**src/pkg/safe_pv_defines.svh**
```systemverilog
// Object indices, sub-indices, field positions and reset values of the safe process value objects.
// Assumes inclusion by bare name from design files; holds definitions only.
`ifndef SAFE_PV_DEFINES_SVH
`define SAFE_PV_DEFINES_SVH

// Object indices
`define IDX_INV_STATUS 16'h4000
`define IDX_INV_TILT_LONG 16'h4010
`define IDX_INV_TILT_LAT 16'h4020
`define IDX_INV_ACCEL 16'h4130
`define IDX_INV_RATE 16'h4131
`define IDX_STATUS 16'h5000
`define IDX_ACCEL 16'h5130
`define IDX_RATE 16'h5131
`define IDX_TILT_LONG 16'h6010
`define IDX_TILT_LAT 16'h6020
`define IDX_TILT_LAT_CFG 16'h6021

// Sub-indices
`define SUB_MAIN 8'h00
`define SUB_AXIS_X 8'h01
`define SUB_AXIS_Z 8'h03

// Array size reported at sub-index 0
`define AXIS_COUNT 8'h03

// Lateral configuration fields
`define CFG_NEGATE_BIT 0
`define CFG_SCALE_BIT 1
`define CFG_RESET 8'h00

// Reset values of the plain values, frame number, frames and received data
`define PLAIN_RESET 16'h0000
`define STATUS_RESET 8'h00
`define NUM_RESET 2'h0
`define FRAME_RESET 48'h000000000000
`define RX_RESET 64'h0000000000000000

// Padding byte of the first safety frame
`define FRAME_PAD 8'h00

`endif

```
**src/pkg/safe_pv_pkg.sv**
```systemverilog
// Types shared by the safe process value objects.
// Assumes the defines header is compiled alongside.
package safe_pv_pkg;

    // Transmit sequencer states, one-hot
    typedef enum logic [4:0] {
        ST_IDLE = 5'b00001,
        ST_TPDO = 5'b00010,
        ST_SRDO1 = 5'b00100,
        ST_SRDO2 = 5'b01000,
        ST_SRDO3 = 5'b10000
    } tx_state_t;

    // Number of a safety data object on the link
    typedef logic [1:0] srdo_num_t;

endpackage

```
**src/hdl/value_pair.sv**
```systemverilog
// One process value held twice: plain and bitwise complement.
// Assumes load comes from logic on the same clock.
`timescale 1ns/1ns
`include "safe_pv_defines.svh"

module value_pair #(
    parameter int WIDTH = 16
) (
    input wire logic clk,
    input wire logic reset,
    input wire logic load,
    input wire logic [WIDTH-1:0] d,
    output logic [WIDTH-1:0] plain_r,
    output logic [WIDTH-1:0] inv_r
);

    logic [WIDTH-1:0] plain_nxt;
    logic [WIDTH-1:0] inv_nxt;

    // Both copies take the new value in the same cycle
    always_comb begin
        plain_nxt = plain_r;
        inv_nxt = inv_r;
        if (load) begin
            plain_nxt = d; // RL1
            inv_nxt = ~d; // RL2
        end
    end

    // Reset keeps the pair complementary as well
    always_ff @(posedge clk) begin
        if (reset) begin
            plain_r <= WIDTH'(`PLAIN_RESET);
            inv_r <= ~WIDTH'(`PLAIN_RESET); // RL2
        end else begin
            plain_r <= plain_nxt;
            inv_r <= inv_nxt;
        end
    end

endmodule // value_pair

```
**src/hdl/safety_frame_check.sv**
```systemverilog
// Consistency check of a safety frame: inverted half must be the complement of the plain half.
// Assumes both halves come from registers on the same clock.
`timescale 1ns/1ns

module safety_frame_check #(
    parameter int WIDTH = 48
) (
    input wire logic [WIDTH-1:0] plain,
    input wire logic [WIDTH-1:0] inverse,
    output logic consistent
);

    // Every bit must differ between the halves
    assign consistent = (plain == ~inverse); // RL3

endmodule // safety_frame_check

```
**src/hdl/safe_process_value_objects.sv**
```systemverilog
// Safe process value objects of a safety inclinometer: plain and inverted copies,
// object read/write port, one transmit and one receive process data channel, safety frames.
// Assumes sensor samples and object requests come from logic on clk.
`timescale 1ns/1ns
`include "safe_pv_defines.svh"

// Notes on behaviour
// RL1: Each safety signal exists as a plain object and a separate companion object.
// RL2: Companion always equals the bitwise complement, loaded in the same cycle.
// RL3: Safety frames carry plain and inverted copies together; mismatches are never sent.
// RL4: Plain status and tilt values go out in the transmit process data object on each sample taken.
// RL5: The lateral configuration object changes how the lateral value is represented.
// RL6: Two safety frames without the rate sensor, three when it is fitted.
// RL7: Exactly one received process data object is accepted and held.
// RL8: Configuration bit 0 negates lateral tilt; bit 1 scaling is ignored.
module safe_process_value_objects #(
    parameter bit RATE_FITTED = 1'b1
) (
    input wire logic clk,
    input wire logic reset,
    input wire logic sample_valid,
    input wire logic [7:0] sample_status,
    input wire logic [15:0] sample_tilt_long,
    input wire logic [15:0] sample_tilt_lat,
    input wire logic [15:0] sample_accel_x,
    input wire logic [15:0] sample_accel_y,
    input wire logic [15:0] sample_accel_z,
    input wire logic [15:0] sample_rate_x,
    input wire logic [15:0] sample_rate_y,
    input wire logic [15:0] sample_rate_z,
    input wire logic obj_req,
    input wire logic obj_write,
    input wire logic [15:0] obj_index,
    input wire logic [7:0] obj_sub,
    input wire logic [15:0] obj_wdata,
    output logic obj_done_r,
    output logic obj_abort_r,
    output logic [15:0] obj_rdata_r,
    output logic tpdo_valid_r,
    output logic [7:0] tpdo_status_r,
    output logic [15:0] tpdo_tilt_long_r,
    output logic [15:0] tpdo_tilt_lat_r,
    output logic srdo_valid_r,
    output safe_pv_pkg::srdo_num_t srdo_num_r,
    output logic [47:0] srdo_plain_r,
    output logic [47:0] srdo_inverse_r,
    output logic srdo_fault_r,
    input wire logic rpdo_valid,
    input wire logic [63:0] rpdo_data,
    output logic rx_new_r,
    output logic [63:0] rx_data_r
);

    safe_pv_pkg::tx_state_t st_r;
    safe_pv_pkg::tx_state_t st_nxt;
    logic [7:0] cfg_r;
    logic [7:0] cfg_nxt;
    logic load;
    logic [15:0] lat_reported;
    logic [7:0] status_p;
    logic [7:0] status_i;
    logic [15:0] long_p;
    logic [15:0] long_i;
    logic [15:0] lat_p;
    logic [15:0] lat_i;
    logic [15:0] axis_in [6];
    logic [15:0] axis_p [6];
    logic [15:0] axis_i [6];
    logic [47:0] frame_p;
    logic [47:0] frame_i;
    logic frame_ok;

    // Samples are taken only between transmit sequences so a frame never mixes two samples
    assign load = sample_valid && (st_r == safe_pv_pkg::ST_IDLE);

    // Lateral value as represented; scaling request is not acted on
    assign lat_reported = cfg_r[`CFG_NEGATE_BIT] ? 16'(~sample_tilt_lat + 16'h0001)
                                                 : sample_tilt_lat; // RL8

    // Plain and inverted copies of each safety signal
    value_pair #(.WIDTH(8)) u_status (
        .clk(clk), .reset(reset), .load(load), .d(sample_status),
        .plain_r(status_p), .inv_r(status_i)
    ); // RL1
    value_pair #(.WIDTH(16)) u_long (
        .clk(clk), .reset(reset), .load(load), .d(sample_tilt_long),
        .plain_r(long_p), .inv_r(long_i)
    ); // RL1
    value_pair #(.WIDTH(16)) u_lat (
        .clk(clk), .reset(reset), .load(load), .d(lat_reported),
        .plain_r(lat_p), .inv_r(lat_i)
    ); // RL5

    // Acceleration axes 0..2, rate axes 3..5
    assign axis_in[0] = sample_accel_x;
    assign axis_in[1] = sample_accel_y;
    assign axis_in[2] = sample_accel_z;
    assign axis_in[3] = sample_rate_x;
    assign axis_in[4] = sample_rate_y;
    assign axis_in[5] = sample_rate_z;

    genvar g;
    generate
        for (g = 0; g < 6; g++) begin : g_axis
            value_pair #(.WIDTH(16)) u_axis (
                .clk(clk), .reset(reset), .load(load), .d(axis_in[g]),
                .plain_r(axis_p[g]), .inv_r(axis_i[g])
            ); // RL1
        end
    endgenerate

    // Safety frame contents for the frame about to be sent
    always_comb begin
        frame_p = {lat_p, long_p, `FRAME_PAD, status_p};
        frame_i = {lat_i, long_i, ~`FRAME_PAD, status_i};
        unique case (st_r)
            safe_pv_pkg::ST_SRDO2: begin
                frame_p = {axis_p[2], axis_p[1], axis_p[0]};
                frame_i = {axis_i[2], axis_i[1], axis_i[0]};
            end
            safe_pv_pkg::ST_SRDO3: begin
                frame_p = {axis_p[5], axis_p[4], axis_p[3]};
                frame_i = {axis_i[5], axis_i[4], axis_i[3]};
            end
            safe_pv_pkg::ST_IDLE, safe_pv_pkg::ST_TPDO, safe_pv_pkg::ST_SRDO1: begin
                frame_p = {lat_p, long_p, `FRAME_PAD, status_p};
                frame_i = {lat_i, long_i, ~`FRAME_PAD, status_i};
            end
        endcase
    end

    safety_frame_check #(.WIDTH(48)) u_check (
        .plain(frame_p),
        .inverse(frame_i),
        .consistent(frame_ok)
    );

    // Transmit sequencer: process data, then each safety frame in turn
    always_comb begin
        st_nxt = st_r;
        unique case (st_r)
            safe_pv_pkg::ST_IDLE: begin
                if (load) begin
                    st_nxt = safe_pv_pkg::ST_TPDO;
                end
            end
            safe_pv_pkg::ST_TPDO: begin
                st_nxt = safe_pv_pkg::ST_SRDO1;
            end
            safe_pv_pkg::ST_SRDO1: begin
                st_nxt = safe_pv_pkg::ST_SRDO2;
            end
            safe_pv_pkg::ST_SRDO2: begin
                st_nxt = RATE_FITTED ? safe_pv_pkg::ST_SRDO3 : safe_pv_pkg::ST_IDLE; // RL6
            end
            safe_pv_pkg::ST_SRDO3: begin
                st_nxt = safe_pv_pkg::ST_IDLE;
            end
        endcase
    end

    always_ff @(posedge clk) begin
        if (reset) begin
            st_r <= safe_pv_pkg::ST_IDLE;
        end else begin
            st_r <= st_nxt;
        end
    end

    // Process data and safety frame outputs
    logic is_srdo;
    assign is_srdo = (st_r == safe_pv_pkg::ST_SRDO1) || (st_r == safe_pv_pkg::ST_SRDO2)
                     || (st_r == safe_pv_pkg::ST_SRDO3);

    logic tpdo_valid_nxt;
    logic [7:0] tpdo_status_nxt;
    logic [15:0] tpdo_tilt_long_nxt;
    logic [15:0] tpdo_tilt_lat_nxt;
    logic srdo_valid_nxt;
    safe_pv_pkg::srdo_num_t srdo_num_nxt;
    logic [47:0] srdo_plain_nxt;
    logic [47:0] srdo_inverse_nxt;
    logic srdo_fault_nxt;

    // Next values: data held between pulses, a bad frame is withheld and flagged
    always_comb begin
        tpdo_valid_nxt = (st_r == safe_pv_pkg::ST_TPDO); // RL4
        tpdo_status_nxt = tpdo_status_r;
        tpdo_tilt_long_nxt = tpdo_tilt_long_r;
        tpdo_tilt_lat_nxt = tpdo_tilt_lat_r;
        srdo_valid_nxt = is_srdo && frame_ok; // RL3
        srdo_num_nxt = srdo_num_r;
        srdo_plain_nxt = srdo_plain_r;
        srdo_inverse_nxt = srdo_inverse_r;
        srdo_fault_nxt = srdo_fault_r;
        if (st_r == safe_pv_pkg::ST_TPDO) begin
            tpdo_status_nxt = status_p; // RL4
            tpdo_tilt_long_nxt = long_p;
            tpdo_tilt_lat_nxt = lat_p;
        end
        if (is_srdo && frame_ok) begin
            srdo_plain_nxt = frame_p; // RL3
            srdo_inverse_nxt = frame_i;
            srdo_num_nxt = (st_r == safe_pv_pkg::ST_SRDO1) ? 2'h0 :
                           (st_r == safe_pv_pkg::ST_SRDO2) ? 2'h1 : 2'h2;
        end
        if (is_srdo && !frame_ok) begin
            srdo_fault_nxt = 1'b1; // RL3
        end
    end

    always_ff @(posedge clk) begin
        if (reset) begin
            tpdo_valid_r <= 1'b0;
            tpdo_status_r <= `STATUS_RESET;
            tpdo_tilt_long_r <= `PLAIN_RESET;
            tpdo_tilt_lat_r <= `PLAIN_RESET;
            srdo_valid_r <= 1'b0;
            srdo_num_r <= `NUM_RESET;
            srdo_plain_r <= `FRAME_RESET;
            srdo_inverse_r <= ~`FRAME_RESET;
            srdo_fault_r <= 1'b0;
        end else begin
            tpdo_valid_r <= tpdo_valid_nxt;
            tpdo_status_r <= tpdo_status_nxt;
            tpdo_tilt_long_r <= tpdo_tilt_long_nxt;
            tpdo_tilt_lat_r <= tpdo_tilt_lat_nxt;
            srdo_valid_r <= srdo_valid_nxt;
            srdo_num_r <= srdo_num_nxt;
            srdo_plain_r <= srdo_plain_nxt;
            srdo_inverse_r <= srdo_inverse_nxt;
            srdo_fault_r <= srdo_fault_nxt;
        end
    end

    // Single receive channel: latest frame held
    logic rx_new_nxt;
    logic [63:0] rx_data_nxt;

    always_comb begin
        rx_new_nxt = rpdo_valid; // RL7
        rx_data_nxt = rx_data_r;
        if (rpdo_valid) begin
            rx_data_nxt = rpdo_data; // RL7
        end
    end

    always_ff @(posedge clk) begin
        if (reset) begin
            rx_new_r <= 1'b0;
            rx_data_r <= `RX_RESET;
        end else begin
            rx_new_r <= rx_new_nxt;
            rx_data_r <= rx_data_nxt;
        end
    end

    // Object access: decode index and sub-index
    logic [15:0] rd_val;
    logic rd_hit;
    logic wr_hit;
    logic is_rate;
    logic axis_sub;
    logic [2:0] ax_sel;

    assign is_rate = (obj_index == `IDX_INV_RATE) || (obj_index == `IDX_RATE);
    assign axis_sub = (obj_sub >= `SUB_AXIS_X) && (obj_sub <= `SUB_AXIS_Z);
    assign ax_sel = 3'(obj_sub[1:0] - 2'h1) + (is_rate ? 3'h3 : 3'h0);
    assign wr_hit = (obj_index == `IDX_TILT_LAT_CFG) && (obj_sub == `SUB_MAIN);

    always_comb begin
        rd_val = 16'h0000;
        rd_hit = 1'b0;
        if (obj_sub == `SUB_MAIN) begin
            rd_hit = 1'b1;
            unique case (obj_index)
                `IDX_INV_STATUS: rd_val = {8'h00, status_i};
                `IDX_STATUS: rd_val = {8'h00, status_p};
                `IDX_INV_TILT_LONG: rd_val = long_i;
                `IDX_TILT_LONG: rd_val = long_p;
                `IDX_INV_TILT_LAT: rd_val = lat_i;
                `IDX_TILT_LAT: rd_val = lat_p;
                `IDX_TILT_LAT_CFG: rd_val = {8'h00, cfg_r};
                `IDX_INV_ACCEL, `IDX_ACCEL: rd_val = {8'h00, `AXIS_COUNT};
                `IDX_INV_RATE, `IDX_RATE: begin
                    rd_val = {8'h00, `AXIS_COUNT};
                    rd_hit = RATE_FITTED;
                end
                default: rd_hit = 1'b0;
            endcase
        end else if (axis_sub && (obj_index == `IDX_INV_ACCEL || obj_index == `IDX_INV_RATE)) begin
            rd_val = axis_i[ax_sel];
            rd_hit = !is_rate || RATE_FITTED;
        end else if (axis_sub && (obj_index == `IDX_ACCEL || obj_index == `IDX_RATE)) begin
            rd_val = axis_p[ax_sel];
            rd_hit = !is_rate || RATE_FITTED;
        end
    end

    logic obj_hit;
    logic obj_done_nxt;
    logic obj_abort_nxt;
    logic [15:0] obj_rdata_nxt;

    // Configuration write; every request answered once, one cycle later
    always_comb begin
        cfg_nxt = cfg_r;
        obj_hit = obj_write ? wr_hit : rd_hit;
        obj_done_nxt = obj_req && obj_hit;
        obj_abort_nxt = obj_req && !obj_hit;
        obj_rdata_nxt = obj_rdata_r;
        if (obj_req && obj_write && wr_hit) begin
            cfg_nxt = obj_wdata[7:0]; // RL5
        end
        if (obj_req && !obj_write && rd_hit) begin
            obj_rdata_nxt = rd_val;
        end
    end

    always_ff @(posedge clk) begin
        if (reset) begin
            cfg_r <= `CFG_RESET;
            obj_done_r <= 1'b0;
            obj_abort_r <= 1'b0;
            obj_rdata_r <= `PLAIN_RESET;
        end else begin
            cfg_r <= cfg_nxt;
            obj_done_r <= obj_done_nxt;
            obj_abort_r <= obj_abort_nxt;
            obj_rdata_r <= obj_rdata_nxt;
        end
    end

endmodule // safe_process_value_objects

```
**config.mk**
```make
export PLATFORM = sky130hd
export DESIGN_NAME = safe_process_value_objects
export DESIGN_NICKNAME = d
export VERILOG_FILES = /design/src/pkg/safe_pv_pkg.sv /design/src/hdl/value_pair.sv /design/src/hdl/safety_frame_check.sv /design/src/hdl/safe_process_value_objects.sv
export VERILOG_INCLUDE_DIRS = /design/src /design/src/pkg
export SDC_FILE = /design/constraint.sdc
export NUM_CORES = 1
export LEC_CHECK = 0
export ABC_AREA = 0
export BUFFER_PORTS_ARGS = -buffer_cell sky130_fd_sc_hd__clkbuf_2
export CORE_MARGIN = 1
export CORE_UTILIZATION = 49
export CTS_CLUSTER_DIAMETER = 80
export CTS_CLUSTER_SIZE = 30
export DETAILED_ROUTE_END_ITERATION = 12
export PLACE_DENSITY = 0.84
export SYNTH_ARGS = -nofsm -noshare
export SYNTH_HDL_FRONTEND = slang
export SYNTH_SLANG_ARGS = --single-unit
```
**constraint.sdc**
```tcl
create_clock -name clk -period 4.4 [get_ports clk]
set_input_delay 0.88 -clock clk [delete_from_list [all_inputs] [get_ports clk]]
set_output_delay 0.88 -clock clk [all_outputs]
set_load 0.1 [all_outputs]
```
==> summary.md <==
| Metric | Value |
|---|---|
| Adder-Cell Fraction of Synth Area | 0.00231 |
| Critical path arrival | 4.83 ns |
| CP Launch Type | flip-flop |
| Root buffer cell | clkbuf_16 |
| Final worst-path cycle share | 0.973 |
| Seq/Total Area, Yosys | 0.471 |
| WL per Instance | 25.2 µm |
| Max IR drop VDD | ~0.37 mV |
| Post-synth ARST share | 0 |
| Initial antenna violation count | 3 |
| WS Path Type | reg2reg |
| Synthesis Warnings | 0 |
| Number of global-route vias before repair | ~20000 |
| Gr busiest metal | met2 |
| Complex-gate fraction of the synthesized area | 0.217 |
| Syn_area_per_cell | 8.72 µm² |
| Commonest non-fill, non-tap cell in the layout | nand2_1 |
| TritonCTS clock tree | done |
| Total global-route track usage | 0.381 |
| WP data required | 4.96 ns |
| Outcome | completed |
| Die height | 212 µm |
| GPL Wtd Cong | 0.986 |
| Worst reg2reg endpoint | srdo_plain_r[41]$_SDFFE_PP0P_ |
| Final worst path period need | 4.28 ns |
| Iteration count of the initial detailed-routing pass | 7 |
| Gr ovfl total | 0 |
| Largest family of logic cells by synthesized area | compound AO/OA/AOI/OAI gates |
| Unique cell type count in the Yosys netlist | 61 |
| Critical path peak fanout | 59 |
| H-Tree Depth | 1 |
| Residual DRC count | 0 |
| Post-Syn Nets | 2732 |
| Worst r2r src | st_r[0]$_SDFFE_PP1P_ |
| Met2 Use GR | 0.600 |
| Area growth from synthesis to layout | 20.4% |
| Reg2reg path depth | 13 |
| IO Port Bufs | roughly 460 |
| Top FF cell, synth | dfxtp_1 |
| Final core utilization | 0.601 |
| Slew Limit Fails | 0 |
| Core area | 43400 µm² |
| Setup skew after layout | approximately 0.043 ns |
| Flop2flop setup slack | 0.12 ns |
| Share of cells above drive strength 1 | 0.239 |
| Clock-pin slew on the worst setup and hold paths | about 0.11 ns |
| Max stage delay on crit path | about 0.84 ns |
| Post-DP HPWL | 68.4 mm |
| Synth Instances | 2482 |
| Post-synth EDFFs | 0 |
| First-pass GRT wire length | 126 mm |
| Die area | 45000 µm² |
| Worst setup path endpoint | srdo_plain_r[41]$_SDFFE_PP0P_ |
| Via-to-Cell Ratio | 6.17 |
| IO Pins | 470 |
| Hold buffers post-CTS | 0 |
| Initial Util | 0.499 |
| CTS sink cnt | 509 |
| Cell Rows | 76 |
| Mapped cell area | 21700 µm² |
| Post-Synth XOR/XNOR Area | 0.0259 |
| Final ANT Viol Nets | 0 |
| Crit end category | flip-flop |
| Met1 GRT Util | 0.496 |
| Largest net degree at the start of global routing | between 100 and 150 |
| Mux cell area share after synthesis | 0.0833 |
| Endpoints failing hold | 0 |
| Hold Path Class | reg2reg |
| Initial DRC count | about 2900 |
| Slowest CP cell | nor2_4 |
| GRT met3 Usage | 0.0619 |
| Worst-Skew Late Latency | 0.61 ns |
| LEAKAGE | 10.9 nW |
| Post-Synth Simple-Gate Area | 0.157 |
| Via count | 21500 |
| Setup tns final | 0 ns |
| Worst slew margin | 0.245 |
| Worst-Margin Slew | approximately 1.1 ns |
| TritonCTS Buffers | 27 |
| FMAX | 234 MHz |
| Critical-path cell list | or3_1 -> and2_1 -> or3_1 -> buf_12 -> a222oi_1 -> xnor2_1 -> a2111oi_0 -> buf_4 -> nand3_1 -> nor4_2 -> buf_4 -> nor2_4 -> a22o_1 |
| Most frequent cells in the layout | nand2_1, dfxtp_1, clkbuf_2 |
| CTS Buffer Depth | 3 |
| Maxcap violations | 0 |
| Final setup vio count | 0 |
| Die width | 212 µm |
| Post-Route WL | 88.1 mm |
| Power Dens Cells | 390 nW/µm² |
| FF+latch count, synth | roughly 500 |
| Fin nets | 3140 |
| Crit. Startpoint | st_r[0]$_SDFFE_PP1P_ |
==> cells in the mapped netlist (20+ instances only) <==
library cell  number  share of area
nand3_1           26         0.0060
clkbuf_1         178          0.031
o21ai_0           52          0.012
nor2_1           148          0.026
xor2_1            36          0.015
a222oi_1          33          0.015
mux2i_1          106          0.049
o22a_1            20         0.0081
nand2_1          532          0.092
xnor2_1           28          0.011
mux4_2            32          0.033
a22o_1            57          0.023
a21oi_1          286          0.066
nor3_1            43         0.0099
o211ai_1         106          0.037
nor4_1            29         0.0084
a22oi_1           30          0.010
dfxtp_1          509           0.47
==> what timing repair did <==
item	4_1_cts	5_1_grt
setup buffers	0	10
setup endpoints to repair	0	96
resized for setup	0	1
==> how the worst min path moves through the flow <==
stage / from / to / slack (ns) / cells after the start
3_3_place_gp: srdo_plain_r[12]$_SDFFE_PP0P_ / srdo_plain_r[12]$_SDFFE_PP0P_ / 0.44 / 1
4_1_cts: tpdo_tilt_lat_r[3]$_SDFFE_PP0N_ / tpdo_tilt_lat_r[3]$_SDFFE_PP0N_ / 0.46 / 2
3_5_place_dp: srdo_plain_r[8]$_SDFFE_PP0P_ / srdo_plain_r[8]$_SDFFE_PP0P_ / 0.45 / 1
2_1_floorplan: u_lat.inv_r[11]$_SDFFE_PP1P_ / u_lat.inv_r[11]$_SDFFE_PP1P_ / 0.44 / 2
5_1_grt: tpdo_tilt_lat_r[7]$_SDFFE_PP0N_ / tpdo_tilt_lat_r[7]$_SDFFE_PP0N_ / 0.48 / 2
6_report: tpdo_tilt_long_r[5]$_SDFFE_PP0N_ / tpdo_tilt_long_r[5]$_SDFFE_PP0N_ / 0.46 / 2
==> report_power, final <==
part | internal (mW) | switching [mW]
combinational | 0.700 | 1.33
sequential | 4.83 | 0.307
clock | 1.25 | 1.75
total | 6.77 | 3.39
==> layout make-up <==
class / count / area (µm²)
Timing Repair Buffer: 593 / 3520
Multi-Input combinational cell: 1741 / 10600
Clock buffer: 28 / 689
Antenna cell: 3 / 7.51
Tap cell: 585 / 732
Fill cell: 3784 / 17300
Sequential cell: 509 / 10200
Inverter: 18 / 68.8
Clock inverter: 14 / 245
==> cells by family after synthesis <==
logic type,count (synthesis)
buffers and inverters,232
AO/OA/AOI/OAI,708
multiplexers,140
AND/OR/NAND/NOR,825
XOR/XNOR,64
adder cells (fa/ha/maj),4
flip-flops,509
==> flip-flops by register name (all words and copies together) (netlist names), 2 cells and up <==
register / cells
g_axis.u_axis.inv_r: 96
g_axis.u_axis.plain_r: 96
rx_data_r: 64
srdo_inverse_r: 48
srdo_plain_r: 48
obj_rdata_r: 16
tpdo_tilt_lat_r: 16
tpdo_tilt_long_r: 16
u_lat.inv_r: 16
u_lat.plain_r: 16
u_long.inv_r: 16
u_long.plain_r: 16
cfg_r: 8
tpdo_status_r: 8
u_status.inv_r: 8
u_status.plain_r: 8
st_r: 5
srdo_num_r: 2
==> metrics by stage <==
stage | cell area [µm²] | hold WS, ns | setup slack, ns | total power, mW | std cells
detailed placement | 25000 | 0.446 | 0.0595 | 7.20 | 3436
finish | 26100 | 0.457 | 0.121 | 10.2 | 3491
floorplan | 21700 | 0.435 | 0.0277 | 6.36 | 2482
global route | 26100 | 0.484 | -0.101 | 10.5 | 3491
global placement | 25000 | 0.437 | 0.117 | 7.16 | 3436
CTS | 26000 | 0.462 | 0.0349 | 10.1 | 3478
==> worst max-delay path: cells and delay by family, from the launching register on <==
family | cells | cell delay, ns
buf+inv | 3 | 0.53
compound gates | 3 | 1.04
flops | 1 | 0.39
simple gates | 6 | 2.01
xor+xnor | 1 | 0.22
==> layer usage <==
layer	share of wire	vias to the layer above	routed length, µm
met5	0	-	0
met4	0.064	0	5620
met3	0.094	214	8260
met2	0.45	1252	39600
met1	0.39	10400	34700
li1	-	9680	-
Note: power is estimated with default switching activity, not from simulation.
